### src/rtl/rcs_pkg.sv
/*
  Shared constants for the reset-cause and start-up sequencer: register
  map, field positions, reset values, timing counts and sequencer states.
  Assumes a single 10 MHz clock and an 8-bit register port.
*/
package rcs_pkg;
  localparam int CLK_HZ = 10000000;
  // Power-up timer, nominal time in ms
  localparam int POWERUP_TIME_MS = 64;
  localparam int POWERUP_DEF_CYCLES = (POWERUP_TIME_MS * (CLK_HZ / 1000) < 1) ? 1 :
                                      POWERUP_TIME_MS * (CLK_HZ / 1000);
  // Oscillator start-up count, plain default
  localparam int OST_CYCLES = 1024;

  localparam int REG_AW = 2;
  localparam int REG_DW = 8;
  localparam logic [REG_AW-1:0] ADDR_FLAGS = 2'h0;
  localparam logic [REG_AW-1:0] ADDR_STATUS = 2'h1;
  localparam logic [REG_AW-1:0] ADDR_INT_STAT = 2'h2;
  localparam logic [REG_AW-1:0] ADDR_INT_MASK = 2'h3;

  // Cause flag positions
  localparam int FLG_OVF = 7;
  localparam int FLG_UNF = 6;
  localparam int FLG_PIN_N = 3;
  localparam int FLG_INSTR_N = 2;
  localparam int FLG_POR_N = 1;
  localparam int FLG_BROWN_N = 0;
  localparam logic [REG_DW-1:0] FLAGS_IMPL_MASK = 8'hCF;
  localparam logic [REG_DW-1:0] FLAGS_POR_VALUE = 8'h0C;

  // Status bit positions
  localparam int STAT_TO_N = 4;
  localparam int STAT_DOWN_N = 3;

  // Interrupt event positions
  localparam int INT_W = 7;
  localparam int EV_START = 0;
  localparam int EV_PIN = 1;
  localparam int EV_WDT = 2;
  localparam int EV_INSTR = 3;
  localparam int EV_STACK = 4;
  localparam int EV_WAKE = 5;
  localparam int EV_BROWN = 6;

  localparam logic [15:0] PC_RESET = 16'h0000;
  localparam logic [15:0] PC_VECTOR = 16'h0004;

  typedef enum logic [2:0] {
    ST_POWER = 3'b001,
    ST_WAIT = 3'b010,
    ST_RUN = 3'b100
  } rcs_state_type;
endpackage

### src/rtl/rcs_timer_if.sv
/*
  Handshake between the sequencer and one start-up timer.
  Assumes both ends share the sequencer clock.
*/
`timescale 1ns/1ns
interface rcs_timer_if;
  logic start;
  logic enable;
  logic done;
  modport ctrl(output start, output enable, input done);
  modport timer(input start, input enable, output done);
endinterface

### src/rtl/rcs_startup_timer.sv
/*
  One start-up down-counter; done when expired or when not enabled.
  Assumes start is a pulse from the sequencer on the same clock.
*/
`timescale 1ns/1ns
module rcs_startup_timer #(
  parameter int CNT_W = 20,
  parameter logic [CNT_W-1:0] COUNT = 20'h00400
) (
  input wire logic ref_clk,
  input wire logic reset,
  rcs_timer_if.timer tif
);
  logic [CNT_W-1:0] count_r;
  logic running_r;
  logic expired_r;

  always_ff @(posedge ref_clk) begin
    if (reset) begin
      count_r <= '0;
      running_r <= 1'b0;
      expired_r <= 1'b0;
    end else if (tif.start) begin
      count_r <= COUNT - CNT_W'(1);
      running_r <= 1'b1;
      expired_r <= 1'b0;
    end else if (running_r) begin
      if (count_r == '0) begin
        running_r <= 1'b0;
        expired_r <= 1'b1;
      end else begin
        count_r <= count_r - CNT_W'(1);
      end
    end
  end

  assign tif.done = !tif.enable || expired_r;

  // A fresh start hides an earlier expiry whenever the timer is enabled
  a_start_clears_done: assert property (@(posedge ref_clk) disable iff (reset)
    tif.start && tif.enable |=> !tif.done)
    else $error("timer done right after start");
endmodule

### src/rtl/rcs_reset_cause_startup.sv
/*
  Start-up gating and reset-cause recording: holds the core until the
  power-up timer, oscillator start-up timer and external reset pin allow it,
  and keeps the cause flags and status bits for firmware.
  Assumes core event inputs are one-cycle pulses on ref_clk; supply and pin
  levels are asynchronous and synchronised here.
*/
`timescale 1ns/1ns
// What this block does
// - Run only after enabled timers expire and, if pin reset enabled, pin high
// - Timers ignore pin; release runs at once
// - Power-on sets both status bits, restarts zero
// - Power-on loads cause flags with fixed pattern
// - Brown-out clears its flag, stack flags; restart
// - Pin reset clears pin flag; sleep adjusts status
// - Reset instruction clears its flag, restarts zero
// - Watchdog clears time-out; wake continues next
// - Interrupt wake resumes, then vectors if enabled
// - Enabled stack faults set flag and restart
// - Firmware may write every cause flag
// - Unimplemented bits read as zero
// - Stack resets need the enable bit
// - Timers start after power and brown-out release
module rcs_reset_cause_startup
  import rcs_pkg::*;
#(
  parameter int POWERUP_CYCLES = POWERUP_DEF_CYCLES,
  parameter int OSC_START_CYCLES = OST_CYCLES
) (
  input wire logic ref_clk,
  input wire logic reset,
  input wire logic [REG_AW-1:0] regAddr,
  input wire logic [REG_DW-1:0] regWdata,
  input wire logic regWr,
  input wire logic regRd,
  output logic [REG_DW-1:0] regRdata,
  input wire logic porActive,
  input wire logic brownoutActive,
  input wire logic external_reset_pin_n,
  input wire logic pinResetEnable,
  input wire logic powerup_timer_en,
  input wire logic oscStartRequired,
  input wire logic stack_reset_enable,
  input wire logic global_irq_enable,
  input wire logic sleepActive,
  input wire logic wdtExpire,
  input wire logic resetInstr,
  input wire logic stackOverflow,
  input wire logic stackUnderflow,
  input wire logic irqWake,
  output logic coreHold,
  output logic pcLoad,
  output logic [15:0] pcLoadAddr,
  output logic resumeNext,
  output logic timeout_status_n,
  output logic powerdown_status_n,
  output logic irq
);
  localparam int PT_W = $clog2(POWERUP_CYCLES + 1);
  localparam int OT_W = $clog2(OSC_START_CYCLES + 1);

  rcs_state_type state_r;
  rcs_state_type state_nxt;
  logic [2:0] syncA_r;
  logic [2:0] syncB_r;
  logic porS, brownS, pinS;
  logic pinPrev_r;
  logic pinLow, startOk, running;
  logic porEvt, brownEvt, pinEvt, instrEvt, wdtEvt, wakeEvt, ovfEvt, unfEvt;
  logic flagWr;
  logic [REG_DW-1:0] flags_r;
  logic toStat_r, downStat_r;
  logic [INT_W-1:0] intStat_r, intMask_r, intEvt;
  logic vectorPend_r;
  logic [REG_DW-1:0] regRdata_r;
  logic pcLoad_r, resume_r;
  logic [15:0] pcAddr_r;

  rcs_timer_if ptIf();
  rcs_timer_if ostIf();

  rcs_startup_timer #(.CNT_W(PT_W), .COUNT(PT_W'(POWERUP_CYCLES))) powerupTimer (
    .ref_clk(ref_clk),
    .reset(reset),
    .tif(ptIf)
  );

  rcs_startup_timer #(.CNT_W(OT_W), .COUNT(OT_W'(OSC_START_CYCLES))) oscTimer (
    .ref_clk(ref_clk),
    .reset(reset),
    .tif(ostIf)
  );

  // Supply and pin levels arrive asynchronously
  always_ff @(posedge ref_clk) begin
    if (reset) begin
      syncA_r <= 3'h4;
      syncB_r <= 3'h4;
    end else begin
      syncA_r <= {external_reset_pin_n, brownoutActive, porActive};
      syncB_r <= syncA_r;
    end
  end
  assign porS = syncB_r[0];
  assign brownS = syncB_r[1];
  assign pinS = syncB_r[2];

  always_ff @(posedge ref_clk) begin
    if (reset) begin
      pinPrev_r <= 1'b1;
    end else begin
      pinPrev_r <= pinS;
    end
  end

  assign pinLow = pinResetEnable && !pinS;
  // Timers run whatever the pin does, so release needs no extra wait
  assign startOk = ptIf.done && ostIf.done && !pinLow;
  assign ptIf.start = (state_r == ST_POWER) && !porS && !brownS;
  assign ostIf.start = ptIf.start;
  assign ptIf.enable = powerup_timer_en;
  assign ostIf.enable = oscStartRequired;

  always_comb begin
    state_nxt = state_r;
    case (state_r)
      ST_POWER: begin
        if (!porS && !brownS) begin
          state_nxt = ST_WAIT;
        end
      end
      ST_WAIT: begin
        if (porS || brownS) begin
          state_nxt = ST_POWER;
        end else if (startOk) begin
          state_nxt = ST_RUN;
        end
      end
      ST_RUN: begin
        if (porS || brownS) begin
          state_nxt = ST_POWER;
        end
      end
      default: state_nxt = ST_POWER;
    endcase
  end

  always_ff @(posedge ref_clk) begin
    if (reset) begin
      state_r <= ST_POWER;
    end else begin
      state_r <= state_nxt;
    end
  end

  assign running = (state_r == ST_RUN) && !pinLow;
  assign coreHold = !running;

  // Core events only count while the core runs
  assign porEvt = porS;
  assign brownEvt = brownS && !porS;
  assign pinEvt = (state_r == ST_RUN) && pinResetEnable && pinPrev_r && !pinS;
  assign instrEvt = running && resetInstr;
  assign wdtEvt = running && wdtExpire;
  assign wakeEvt = running && sleepActive && irqWake;
  assign ovfEvt = running && stackOverflow && stack_reset_enable;
  assign unfEvt = running && stackUnderflow && stack_reset_enable;
  assign flagWr = regWr && (regAddr == ADDR_FLAGS);

  // Hardware updates come after the firmware write, so an event wins
  always_ff @(posedge ref_clk) begin
    if (reset || porEvt) begin
      flags_r <= FLAGS_POR_VALUE;
    end else begin
      if (flagWr) begin
        flags_r <= regWdata & FLAGS_IMPL_MASK;
      end
      if (brownEvt) begin
        flags_r[FLG_OVF] <= 1'b0;
        flags_r[FLG_UNF] <= 1'b0;
        flags_r[FLG_PIN_N] <= 1'b1;
        flags_r[FLG_INSTR_N] <= 1'b1;
        flags_r[FLG_BROWN_N] <= 1'b0;
      end
      if (pinEvt) begin
        flags_r[FLG_PIN_N] <= 1'b0;
      end
      if (instrEvt) begin
        flags_r[FLG_INSTR_N] <= 1'b0;
      end
      if (ovfEvt) begin
        flags_r[FLG_OVF] <= 1'b1;
      end
      if (unfEvt) begin
        flags_r[FLG_UNF] <= 1'b1;
      end
    end
  end

  always_ff @(posedge ref_clk) begin
    if (reset || porEvt) begin
      toStat_r <= 1'b1;
      downStat_r <= 1'b1;
    end else if (brownEvt) begin
      toStat_r <= 1'b1;
      downStat_r <= 1'b1;
    end else if (wdtEvt) begin
      toStat_r <= 1'b0;
      if (sleepActive) begin
        downStat_r <= 1'b0;
      end
    end else if ((pinEvt && sleepActive) || wakeEvt) begin
      toStat_r <= 1'b1;
      downStat_r <= 1'b0;
    end
  end
  assign timeout_status_n = toStat_r;
  assign powerdown_status_n = downStat_r;

  // Restart to zero, resume after sleep, or vector after an interrupt wake
  always_ff @(posedge ref_clk) begin
    if (reset) begin
      pcLoad_r <= 1'b0;
      resume_r <= 1'b0;
      vectorPend_r <= 1'b0;
      pcAddr_r <= PC_RESET;
    end else begin
      pcLoad_r <= 1'b0;
      resume_r <= 1'b0;
      vectorPend_r <= 1'b0;
      if (state_r != ST_RUN && state_nxt == ST_RUN) begin
        pcLoad_r <= 1'b1;
        pcAddr_r <= PC_RESET;
      end else if (state_r == ST_RUN && pinResetEnable && !pinPrev_r && pinS) begin
        pcLoad_r <= 1'b1;
        pcAddr_r <= PC_RESET;
      end else if (instrEvt || ovfEvt || unfEvt || (wdtEvt && !sleepActive)) begin
        pcLoad_r <= 1'b1;
        pcAddr_r <= PC_RESET;
      end else if ((wdtEvt && sleepActive) || wakeEvt) begin
        resume_r <= 1'b1;
        vectorPend_r <= wakeEvt && global_irq_enable;
      end else if (vectorPend_r && running) begin
        pcLoad_r <= 1'b1;
        pcAddr_r <= PC_VECTOR;
      end
    end
  end
  assign pcLoad = pcLoad_r;
  assign resumeNext = resume_r;
  assign pcLoadAddr = pcAddr_r;

  assign intEvt = {brownEvt, (wdtEvt && sleepActive) || wakeEvt, ovfEvt || unfEvt,
                   instrEvt, wdtEvt, pinEvt, state_r == ST_WAIT && state_nxt == ST_RUN};

  // Write one to clear; a new event in the same cycle stays set
  always_ff @(posedge ref_clk) begin
    if (reset) begin
      intStat_r <= '0;
    end else if (regWr && regAddr == ADDR_INT_STAT) begin
      intStat_r <= (intStat_r & ~regWdata[INT_W-1:0]) | intEvt;
    end else begin
      intStat_r <= intStat_r | intEvt;
    end
  end

  always_ff @(posedge ref_clk) begin
    if (reset) begin
      intMask_r <= '0;
    end else if (regWr && regAddr == ADDR_INT_MASK) begin
      intMask_r <= regWdata[INT_W-1:0];
    end
  end
  assign irq = |(intStat_r & intMask_r);

  always_ff @(posedge ref_clk) begin
    if (reset) begin
      regRdata_r <= '0;
    end else if (regRd) begin
      case (regAddr)
        ADDR_FLAGS: regRdata_r <= flags_r & FLAGS_IMPL_MASK;
        ADDR_STATUS: regRdata_r <= REG_DW'({toStat_r, downStat_r}) << STAT_DOWN_N;
        ADDR_INT_STAT: regRdata_r <= {1'b0, intStat_r};
        ADDR_INT_MASK: regRdata_r <= {1'b0, intMask_r};
        default: regRdata_r <= '0;
      endcase
    end else begin
      regRdata_r <= '0;
    end
  end
  assign regRdata = regRdata_r;

  a_run_gated_start: assert property (@(posedge ref_clk) disable iff (reset)
    (state_r == ST_WAIT && state_nxt == ST_RUN) |-> ptIf.done && ostIf.done && !pinLow)
    else $error("core released before start-up conditions");
  a_pin_release_run: assert property (@(posedge ref_clk) disable iff (reset)
    state_r == ST_RUN && pinResetEnable && !pinPrev_r && pinS && !porS && !brownS
    |=> pcLoad && pcLoadAddr == PC_RESET && !coreHold)
    else $error("no immediate start on pin release");
  a_por_values: assert property (@(posedge ref_clk) disable iff (reset)
    porEvt |=> flags_r == FLAGS_POR_VALUE && timeout_status_n && powerdown_status_n)
    else $error("power-on values wrong");
  a_bor_flags: assert property (@(posedge ref_clk) disable iff (reset)
    brownEvt |=> !flags_r[FLG_OVF] && !flags_r[FLG_UNF] && flags_r[FLG_PIN_N]
    && flags_r[FLG_INSTR_N] && !flags_r[FLG_BROWN_N]
    && flags_r[FLG_POR_N] == $past(flags_r[FLG_POR_N]) && timeout_status_n)
    else $error("brown-out flags wrong");
  a_pin_flag: assert property (@(posedge ref_clk) disable iff (reset)
    pinEvt && !porS && !brownS |=> !flags_r[FLG_PIN_N])
    else $error("pin reset flag not cleared");
  a_instr_flag: assert property (@(posedge ref_clk) disable iff (reset)
    instrEvt && !porS && !brownS |=> !flags_r[FLG_INSTR_N] && pcLoad)
    else $error("instruction reset not recorded");
  a_wdt_timeout: assert property (@(posedge ref_clk) disable iff (reset)
    wdtEvt && !porS && !brownS |=> !timeout_status_n)
    else $error("watchdog time-out bit not cleared");
  a_wake_vector: assert property (@(posedge ref_clk) disable iff (reset)
    wakeEvt && global_irq_enable && !wdtEvt && !porS && !brownS ##1 running
    |-> resumeNext ##1 pcLoad && pcLoadAddr == PC_VECTOR)
    else $error("interrupt wake did not vector");
  a_stack_gate: assert property (@(posedge ref_clk) disable iff (reset)
    running && stackOverflow && !stack_reset_enable && !flagWr && !porS && !brownS
    |=> flags_r[FLG_OVF] == $past(flags_r[FLG_OVF]))
    else $error("stack flag set while disabled");
  a_unimpl_zero: assert property (@(posedge ref_clk) disable iff (reset)
    regRd && regAddr == ADDR_FLAGS |=> regRdata[5:4] == 2'h0)
    else $error("unimplemented bits not zero");
endmodule

### config.mk
export PLATFORM = sky130hd
export DESIGN_NAME = rcs_reset_cause_startup
export DESIGN_NICKNAME = d
export VERILOG_FILES = /design/src/rtl/rcs_pkg.sv /design/src/rtl/rcs_timer_if.sv /design/src/rtl/rcs_startup_timer.sv /design/src/rtl/rcs_reset_cause_startup.sv
export SDC_FILE = /design/constraint.sdc
export NUM_CORES = 1
export LEC_CHECK = 0
export BUFFER_PORTS_ARGS = -buffer_cell sky130_fd_sc_hd__buf_2
export CAP_MARGIN = 20
export CELL_PAD_IN_SITES_DETAIL_PLACEMENT = 0
export CELL_PAD_IN_SITES_GLOBAL_PLACEMENT = 1
export CORE_UTILIZATION = 39
export DETAILED_ROUTE_END_ITERATION = 7
export GPL_ROUTABILITY_DRIVEN = 0
export PLACE_DENSITY = 0.81
export SETUP_SLACK_MARGIN = 0.05
export SLEW_MARGIN = 20
export SYNTH_ARGS = -nofsm -noshare
export SYNTH_HDL_FRONTEND = slang
export SYNTH_SLANG_ARGS = --single-unit
### constraint.sdc
create_clock -name ref_clk -period 2.4 [get_ports ref_clk]
set_clock_uncertainty 0.15 [all_clocks]
set_input_delay 0.48 -clock ref_clk [delete_from_list [all_inputs] [get_ports ref_clk]]
set_output_delay 0.48 -clock ref_clk [all_outputs]
set_load 0.03 [all_outputs]
==> results of run 1 <==
-- power by group through the flow --
stage	Combinational (mW)	Sequential (mW)	Clock [mW]
floorplan	0.449	1.51	0
global placement	0.569	1.53	0
detailed placement	0.578	1.53	0
CTS	0.582	1.50	1.14
global route	0.660	1.53	1.20
finish	0.589	1.51	1.11
-- registers in the layout, summed over array words and instances, names as in the netlist --
register / flops
powerupTimer.count_r: 20
oscTimer.count_r: 11
regRdata: 8
intMask_r: 7
intStat_r: 7
flags_r: 6
state_r: 3
syncA_r: 3
syncB_r: 3
oscTimer.expired_r: 1
oscTimer.running_r: 1
pcLoad: 1
pcLoadAddr: 1
pinPrev_r: 1
powerdown_status_n: 1
powerupTimer.expired_r: 1
powerupTimer.running_r: 1
resumeNext: 1
timeout_status_n: 1
vectorPend_r: 1
-- Yosys cell counts, drive strengths merged, types with 3 or more instances --
| master | count |
|---|---|
| mux2i | 13 |
| o21ai | 12 |
| clkbuf | 14 |
| nor2b | 12 |
| inv | 11 |
| or4 | 11 |
| a311oi | 3 |
| nor3b | 4 |
| or4b | 4 |
| mux2 | 8 |
| buf | 18 |
| nor2 | 41 |
| nand2 | 29 |
| nand2b | 7 |
| a31oi | 9 |
| o31ai | 10 |
| and4 | 3 |
| nand3 | 9 |
| nor3 | 16 |
| or3b | 3 |
| a211oi | 7 |
| and3 | 3 |
| a22oi | 10 |
| nor4 | 11 |
| or3 | 7 |
| a21oi | 25 |
| dfxtp | 79 |
| or2 | 8 |
-- what timing repair did --
| action | 4_1_cts | 5_1_grt |
|---|---|---|
| cloned | 0 | 1 |
| resized for setup | 1 | 4 |
| endpoints found under the setup margin | 1 | 4 |
| pin swaps | 0 | 1 |
-- final timing paths --
check / endpoint / slack (ns) / cells past startpoint / from
max reg2reg: powerupTimer.count_r[1]$_SDFFE_PP0P_ / 0.11 / 6 / powerupTimer.count_r[1]$_SDFFE_PP0P_
max: powerupTimer.count_r[1]$_SDFFE_PP0P_ / 0.11 / 6 / powerupTimer.count_r[1]$_SDFFE_PP0P_
min reg2reg: syncB_r[2]$_SDFF_PP1_ / 0.28 / 1 / syncA_r[2]$_SDFF_PP1_
min: syncA_r[2]$_SDFF_PP1_ / 0.15 / 2 / external_reset_pin_n
-- cell type report --
| class | count | area [sq um] | share of cell area |
|---|---|---|---|
| Timing Repair Buffer | 57 | 323 | 0.0745 |
| Clock buffer | 10 | 138 | 0.0318 |
| Clock inverter | 6 | 92.6 | 0.0214 |
| Sequential cell | 79 | 1580 | 0.365 |
| Inverter | 11 | 41.3 | 0.00953 |
| Tap cell | 129 | 161 | 0.0373 |
| Multi-Input combinational cell | 314 | 1990 | 0.460 |
-- through the flow --
stage / utilization / cells
floorplan: - / 435
global placement: 0.439 / 589
detailed placement: 0.439 / 589
CTS: 0.464 / 605
global route: 0.467 / 606
finish: 0.467 / 606
-- routing by layer --
metal / track usage / wire length [um]
met1: 0.234 / 4110
met2: 0.307 / 4040
met3: 0.0390 / 373
met4: 0.0569 / 85
met5: 0 / 0
-- cell families (layout without fill, tap and decap cells) --
logic type	after synthesis	after routing
AO/OA/AOI/OAI	94	94
buffers and inverters	43	84
multiplexers	22	22
AND/OR/NAND/NOR	178	179
adder cells (fa/ha/maj)	2	2
XOR/XNOR	2	2
flip-flops	79	79
other	1	15
==> summary.md, run 1 <==
| Metric | Value |
|---|---|
| Share of async-settable or async-resettable flops after synthesis | 0 |
| Antenna diodes | 0 |
| Slowest-stage cell, CP | or4_4 |
| Die area | about 10000 sq um |
| CP Buf/Inv Count | 1 |
| Total Power | ~3.2 mW |
| Post-route ant nets | 0 |
| Dominant cells by area after synthesis | dfxtp_1 42%, nor2_1 4.0%, mux2i_1 3.5% |
| Placed cell area | 4080 sq um |
| Maximum VDD drop | ~470 uV |
| Setup TNS | 0 ns |
| Syn_area_per_cell | between 8 and 9 sq um |
| Final worst path period need | around 2.3 ns |
| Slew headroom | 0.537 |
| Via count | 3306 |
| Drc violations | 0 |
| CP Class | reg2reg |
| Setup-failing EPs final | 0 |
| DIE WIDTH | roughly 100 um |
| CTS Buffer Depth | 2 |
| Pleak | between 1.5 and 2 nW |
| First-pass GRT wire length | 14500 um |
| Max-slew violation count | 0 |
| Nets | approximately 500 |
| Crit end category | flip-flop |
| CTS Buf Count | 9 |
| Wire per inst | roughly 14 um |
| Largest family of logic cells by synthesized area | simple AND/OR/NAND/NOR gates |
| Total grt overflow | 0 |
| Clk Latency, worst-skew pair | between 0.3 and 0.4 ns |
| Clk pwr share | 0.346 |
| Setup bufs post-CTS | 0 |
| Synthesized-area fraction occupied by adder cells | 0.00668 |
| Share of the synthesized area in the top cell type | 0.422 |
| DPL Wire Length | between 6000 and 7000 um |
| Cell variety after synth | 64 |
| Core area | 9280 sq um |
| Initial antenna violation count | 0 |
| Final setup margin | 0.112 ns |
| Net Switching | roughly 0.95 mW |
| Io pins | 58 |
| Fin crit share | 0.953 |
| Pwr/cell area | ~740 nW/um^2 |
| Worst path cell trace | inv_1, ha_2, or3b_2, or4_4, o2111a_1, a311oi_1 |
| Area delta synth->final | 15.6% |
| Post-synthesis compound-gate area fraction | 0.169 |
| Maximum Capacitance Violations | 0 |
| Mux contribution to synthesized area | 0.0648 |
| DIE HEIGHT | around 100 um |
| Most frequent cells in the layout | 78 x dfxtp_1, 42 x buf_2, 40 x nor2_1, 29 x nand2_1, 25 x a21oi_1 |
| CTS sink count | approximately 80 |
| Setup Slack @ Placement | 0.0535 ns |
| Most common cell after layout, fill and taps aside | dfxtp_1 |
| Crit path max-delay family | simple AND/OR/NAND/NOR gates |
| Top FF cell, synth | dfxtp_1 |
| Clock root buffer | clkbuf_8 |
| Critical Path Max Stage Delay | 0.48 ns |
| TritonCTS clock tree | done |
| Pre-antenna DRT Iters | 4 |
| Final instance area | 4330 sq um |
| Mapped Cells | about 420 |
| Synth Area in XOR/XNOR | 0.00468 |
| RSZ-0062 raised after global routing | true |
| Final hold vios | 0 |
| P_int | 2.26 mW |
| # hold bufs at CTS | 0 |
| Pin count of the biggest net entering global routing | 28 |
| DR vias/cell | about 5.5 |
| CP Max Fanout | 7 |
| Worst Tran Pin Value | just under 0.7 ns |
| Htree depth | 3 |
| Final hold slack | 0.155 ns |
| Sequential share of power | 0.470 |
| CP Launch Type | flip-flop |
| Simple-gate share of the synthesized area | 0.266 |
| Routed wire length | approximately 8600 um |
| Post-synth EDFFs | 0 |
| Worst-path clk slew | 0.08 ns |
| Achievable Freq | 437 MHz |
| Seq/Total Area, Yosys | 0.422 |
| Run status | finished clean |
| Initial Util | 0.404 |
| Sw Ratio | 0.295 |
| Worst Hold Class | in2reg |
| Seq cells post-synth | ~80 |
| Worst EP required | 2.52 ns |
| Gr usage total | 0.182 |
| Combinational share of power | 0.184 |
| Share of cells above drive strength 1 | 0.235 |
| Number of global-route vias before repair | roughly 3100 |
| Rows | 35 |
| Crit path DAT | roughly 2.4 ns |
| IO buf count | 42 |
| Post-synth top area cell | dfxtp_1 |
| DRT iter0 DRCs | ~160 |
| YS warnings | 0 |
| Filler Cells Inserted | around 940 |
| Synth Cell Area | 3750 sq um |
No activity file was read; power rests on OpenSTA's default activity.
==> inputs of run 2 (changes only) <==
- ABC_AREA: not set -> 1
- CORE_UTILIZATION: 39 -> 36
- CTS_CLUSTER_SIZE: not set -> 24
- PLACE_DENSITY: 0.81 -> 0.8
==> run 2 against run 1 <==
Net effect: die area up 12%; sequential power up 9.9%; clock-buffer cell count unchanged; clock power down 7%; critical endpoint is now powerupTimer.count_r[13]$_SDFFE_PP0P_.
==> summary.md, run 2 <==
| Metric | Value |
|---|---|
| Share of async-settable or async-resettable flops after synthesis | 0 |
| Combinational share of power | 0.312 |
| DR vias/cell | 4.82 |
| Htree depth | 3 |
| Maximum Capacitance Violations | 0 |
| CTS Buf Count | 9 |
| Most common cell after layout, fill and taps aside | nand2_1 |
| YS warnings | 0 |
| Critical Path Max Stage Delay | about 0.35 ns |
| Setup TNS | 0 ns |
| Register with the most flip-flops | powerupTimer.count_r |
| IO buf count | between 40 and 50 |
| Most frequent cells in the layout | 128 x nand2_1, 85 x inv_1, 79 x dfxtp_1, 70 x nor2_1, 42 x buf_2 |
| Pre-antenna DRT Iters | 5 |
| DRT iter0 DRCs | between 150 and 200 |
| Total grt overflow | 0 |
| Most common cell in the netlist | nand2_1 |
| Antenna diodes | 0 |
| Syn_area_per_cell | 6.81 sq um |
| RSZ-0062 raised after global routing | false |
| Max reg flops | 20 |
| Pin count of the biggest net entering global routing | 21 |
| Worst R2R Start | powerupTimer.count_r[0]$_SDFFE_PP0P_ |
| Clock root buffer | clkbuf_8 |
| P_int | around 2.4 mW |
| Maximum VDD drop | about 270 uV |
| Setup-failing EPs final | 0 |
| Critical Path Source | powerupTimer.count_r[0]$_SDFFE_PP0P_ |
| Synth cell count leaders | 128 x nand2_1, 85 x inv_1, 79 x dfxtp_1 |
| CP Launch Type | flip-flop |
| CTS Buffer Depth | 2 |
| Initial Util | 0.374 |
| Dominant cells by area after synthesis | dfxtp_1 41%, nand2_1 12%, inv_1 8.2% |
| Net Switching | ~1.5 mW |
| CP Class | reg2reg |
| Seq/Total Area, Yosys | 0.406 |
| DIE WIDTH | around 110 um |
| First-pass GRT wire length | approximately 16000 um |
| Worst path cell trace | inv_1, ha_2, nand2_2, nor2_4, nand3_4, nand2_4, inv_2, nand2_1, xor2_1, nor2_1 |
| Final hold vios | 0 |
| Max-slew violation count | 0 |
| CTS sink count | approximately 80 |
| Number of global-route vias before repair | about 3400 |
| Sw Ratio | 0.383 |
| Top FF cell, synth | dfxtp_1 |
| Via count | about 3700 |
| Fin crit share | 0.905 |
| Pleak | approximately 2.1 nW |
| Post-route ant nets | 0 |
| Worst Tran Pin Value | between 0.5 and 0.6 ns |
| Achievable Freq | around 460 MHz |
| Drc violations | 0 |
| Cell variety after synth | 34 |
| Io pins | 58 |
| TritonCTS clock tree | done |
| Worst EP required | 2.49 ns |
| Die area | 11200 sq um |
| Post-synth top area cell | dfxtp_1 |
| Clk pwr share | 0.263 |
| Crit path max-delay family | simple AND/OR/NAND/NOR gates |
| Hold Startpoint | external_reset_pin_n |
| Slowest-stage cell, CP | dfxtp_1 |
| CP Max Fanout | 14 |
| Pwr/cell area | between 800 and 900 nW/um^2 |
| Wire per inst | around 12 um |
| Crit path DAT | approximately 2.3 ns |
| Post-synth EDFFs | 0 |
| Rows | 37 |
| Share of the synthesized area in the top cell type | 0.406 |
| Final worst path period need | ~2.2 ns |
| Seq cells post-synth | around 80 |
| Final hold slack | between 0.1 and 0.15 ns |
| DIE HEIGHT | around 110 um |
| Mapped Cells | ~570 |
| Clk Latency, worst-skew pair | around 0.36 ns |
| Core area | 10400 sq um |
| Slew headroom | 0.642 |
| Worst-path clk slew | approximately 0.080 ns |
| Nets | about 650 |
| Gr usage total | 0.178 |
| Initial antenna violation count | 0 |
| CP Buf/Inv Count | 2 |
| Routed wire length | around 9400 um |
| Synth Cell Area | 3890 sq um |
| Share of cells above drive strength 1 | 0.130 |
| Run status | finished clean |
| Crit end category | flip-flop |
| Sequential share of power | 0.425 |
| DPL Wire Length | 7040 um |
| # hold bufs at CTS | 0 |
| Worst Hold Class | in2reg |
| Area delta synth->final | 13.2% |
==> run 2: cell count changes after synthesis, sizes merged, moves of 10 or more <==
cell and change:
a21oi +14, o21ai +21, nand3 +33, nor4 -11, nand4 +13, or4 -11, inv +76, mux2i -13
nor2 +33, a22oi -10, nor2b -12, nand2 +102
==> run 2: cell type report <==
| type | count | area (sq um) |
|---|---|---|
| fillers | 1130 | 6010 |
| multi-input cells | 391 | 1860 |
| flip-flops and latches | 79 | 1580 |
| inverters | 88 | 330 |
| repair buffers | 48 | 255 |
| well taps | 136 | 170 |
| clock buffers | 10 | 138 |
| clock inverters | 6 | 68.8 |
==> run 2: layer usage <==
metal | global-route usage | vias to the layer above | wire length, um
li1 | - | 1885 | -
met1 | 0.218 | 1639 | 4410
met2 | 0.300 | 105 | 4300
met3 | 0.0435 | 23 | 470
met4 | 0.0714 | 0 | 238
met5 | 0 | - | 0
==> run 2: power by group through the flow <==
stage | Clock (mW) | Combinational (mW) | Sequential [mW]
floorplan | 0 | 0.997 | 1.63
global placement | 0 | 1.20 | 1.69
detailed placement | 0 | 1.20 | 1.68
CTS | 1.06 | 1.21 | 1.66
global route | 1.12 | 1.41 | 1.69
finish | 1.03 | 1.22 | 1.66
==> run 2: path summary, 6_finish.rpt <==
| path | endpoint | slack, ns | cells after the start |
|---|---|---|---|
| max | powerupTimer.count_r[13]$_SDFFE_PP0P_ | 0.23 | 10 |
| min | syncA_r[2]$_SDFF_PP1_ | 0.15 | 2 |
| max reg2reg | powerupTimer.count_r[13]$_SDFFE_PP0P_ | 0.23 | 10 |
| min reg2reg | syncB_r[1]$_SDFF_PP0_ | 0.26 | 2 |
==> run 2: timing repair <==
| item | in CTS | in global routing |
|---|---|---|
| setup buffers | 0 | 0 |
| endpoints found under the setup margin | 0 | 6 |
| gates resized for setup | 0 | 2 |
==> run 2: through the flow <==
step	power, mW	area [sq um]	setup slack [ns]	cells	util
floorplan	2.63	3950	0.573	586	-
global placement	2.88	4190	0.301	742	0.403
detailed placement	2.88	4190	0.202	742	0.403
CTS	3.92	4400	0.189	758	0.422
global route	4.21	4410	0.0545	758	0.423
finish	3.92	4410	0.228	758	0.423
==> run 2: cells by family after synthesis <==
logic type                 after synthesis  synth area share
DFF                                     79             0.406
adders and majority gates                2           0.00643
xor gates and xnor gates                 9            0.0202
AOI/OAI and AO/OA                       89             0.130
and+or+nand+nor                        276             0.306
other                                    1          0.000963
buffers and inverters                  116             0.130
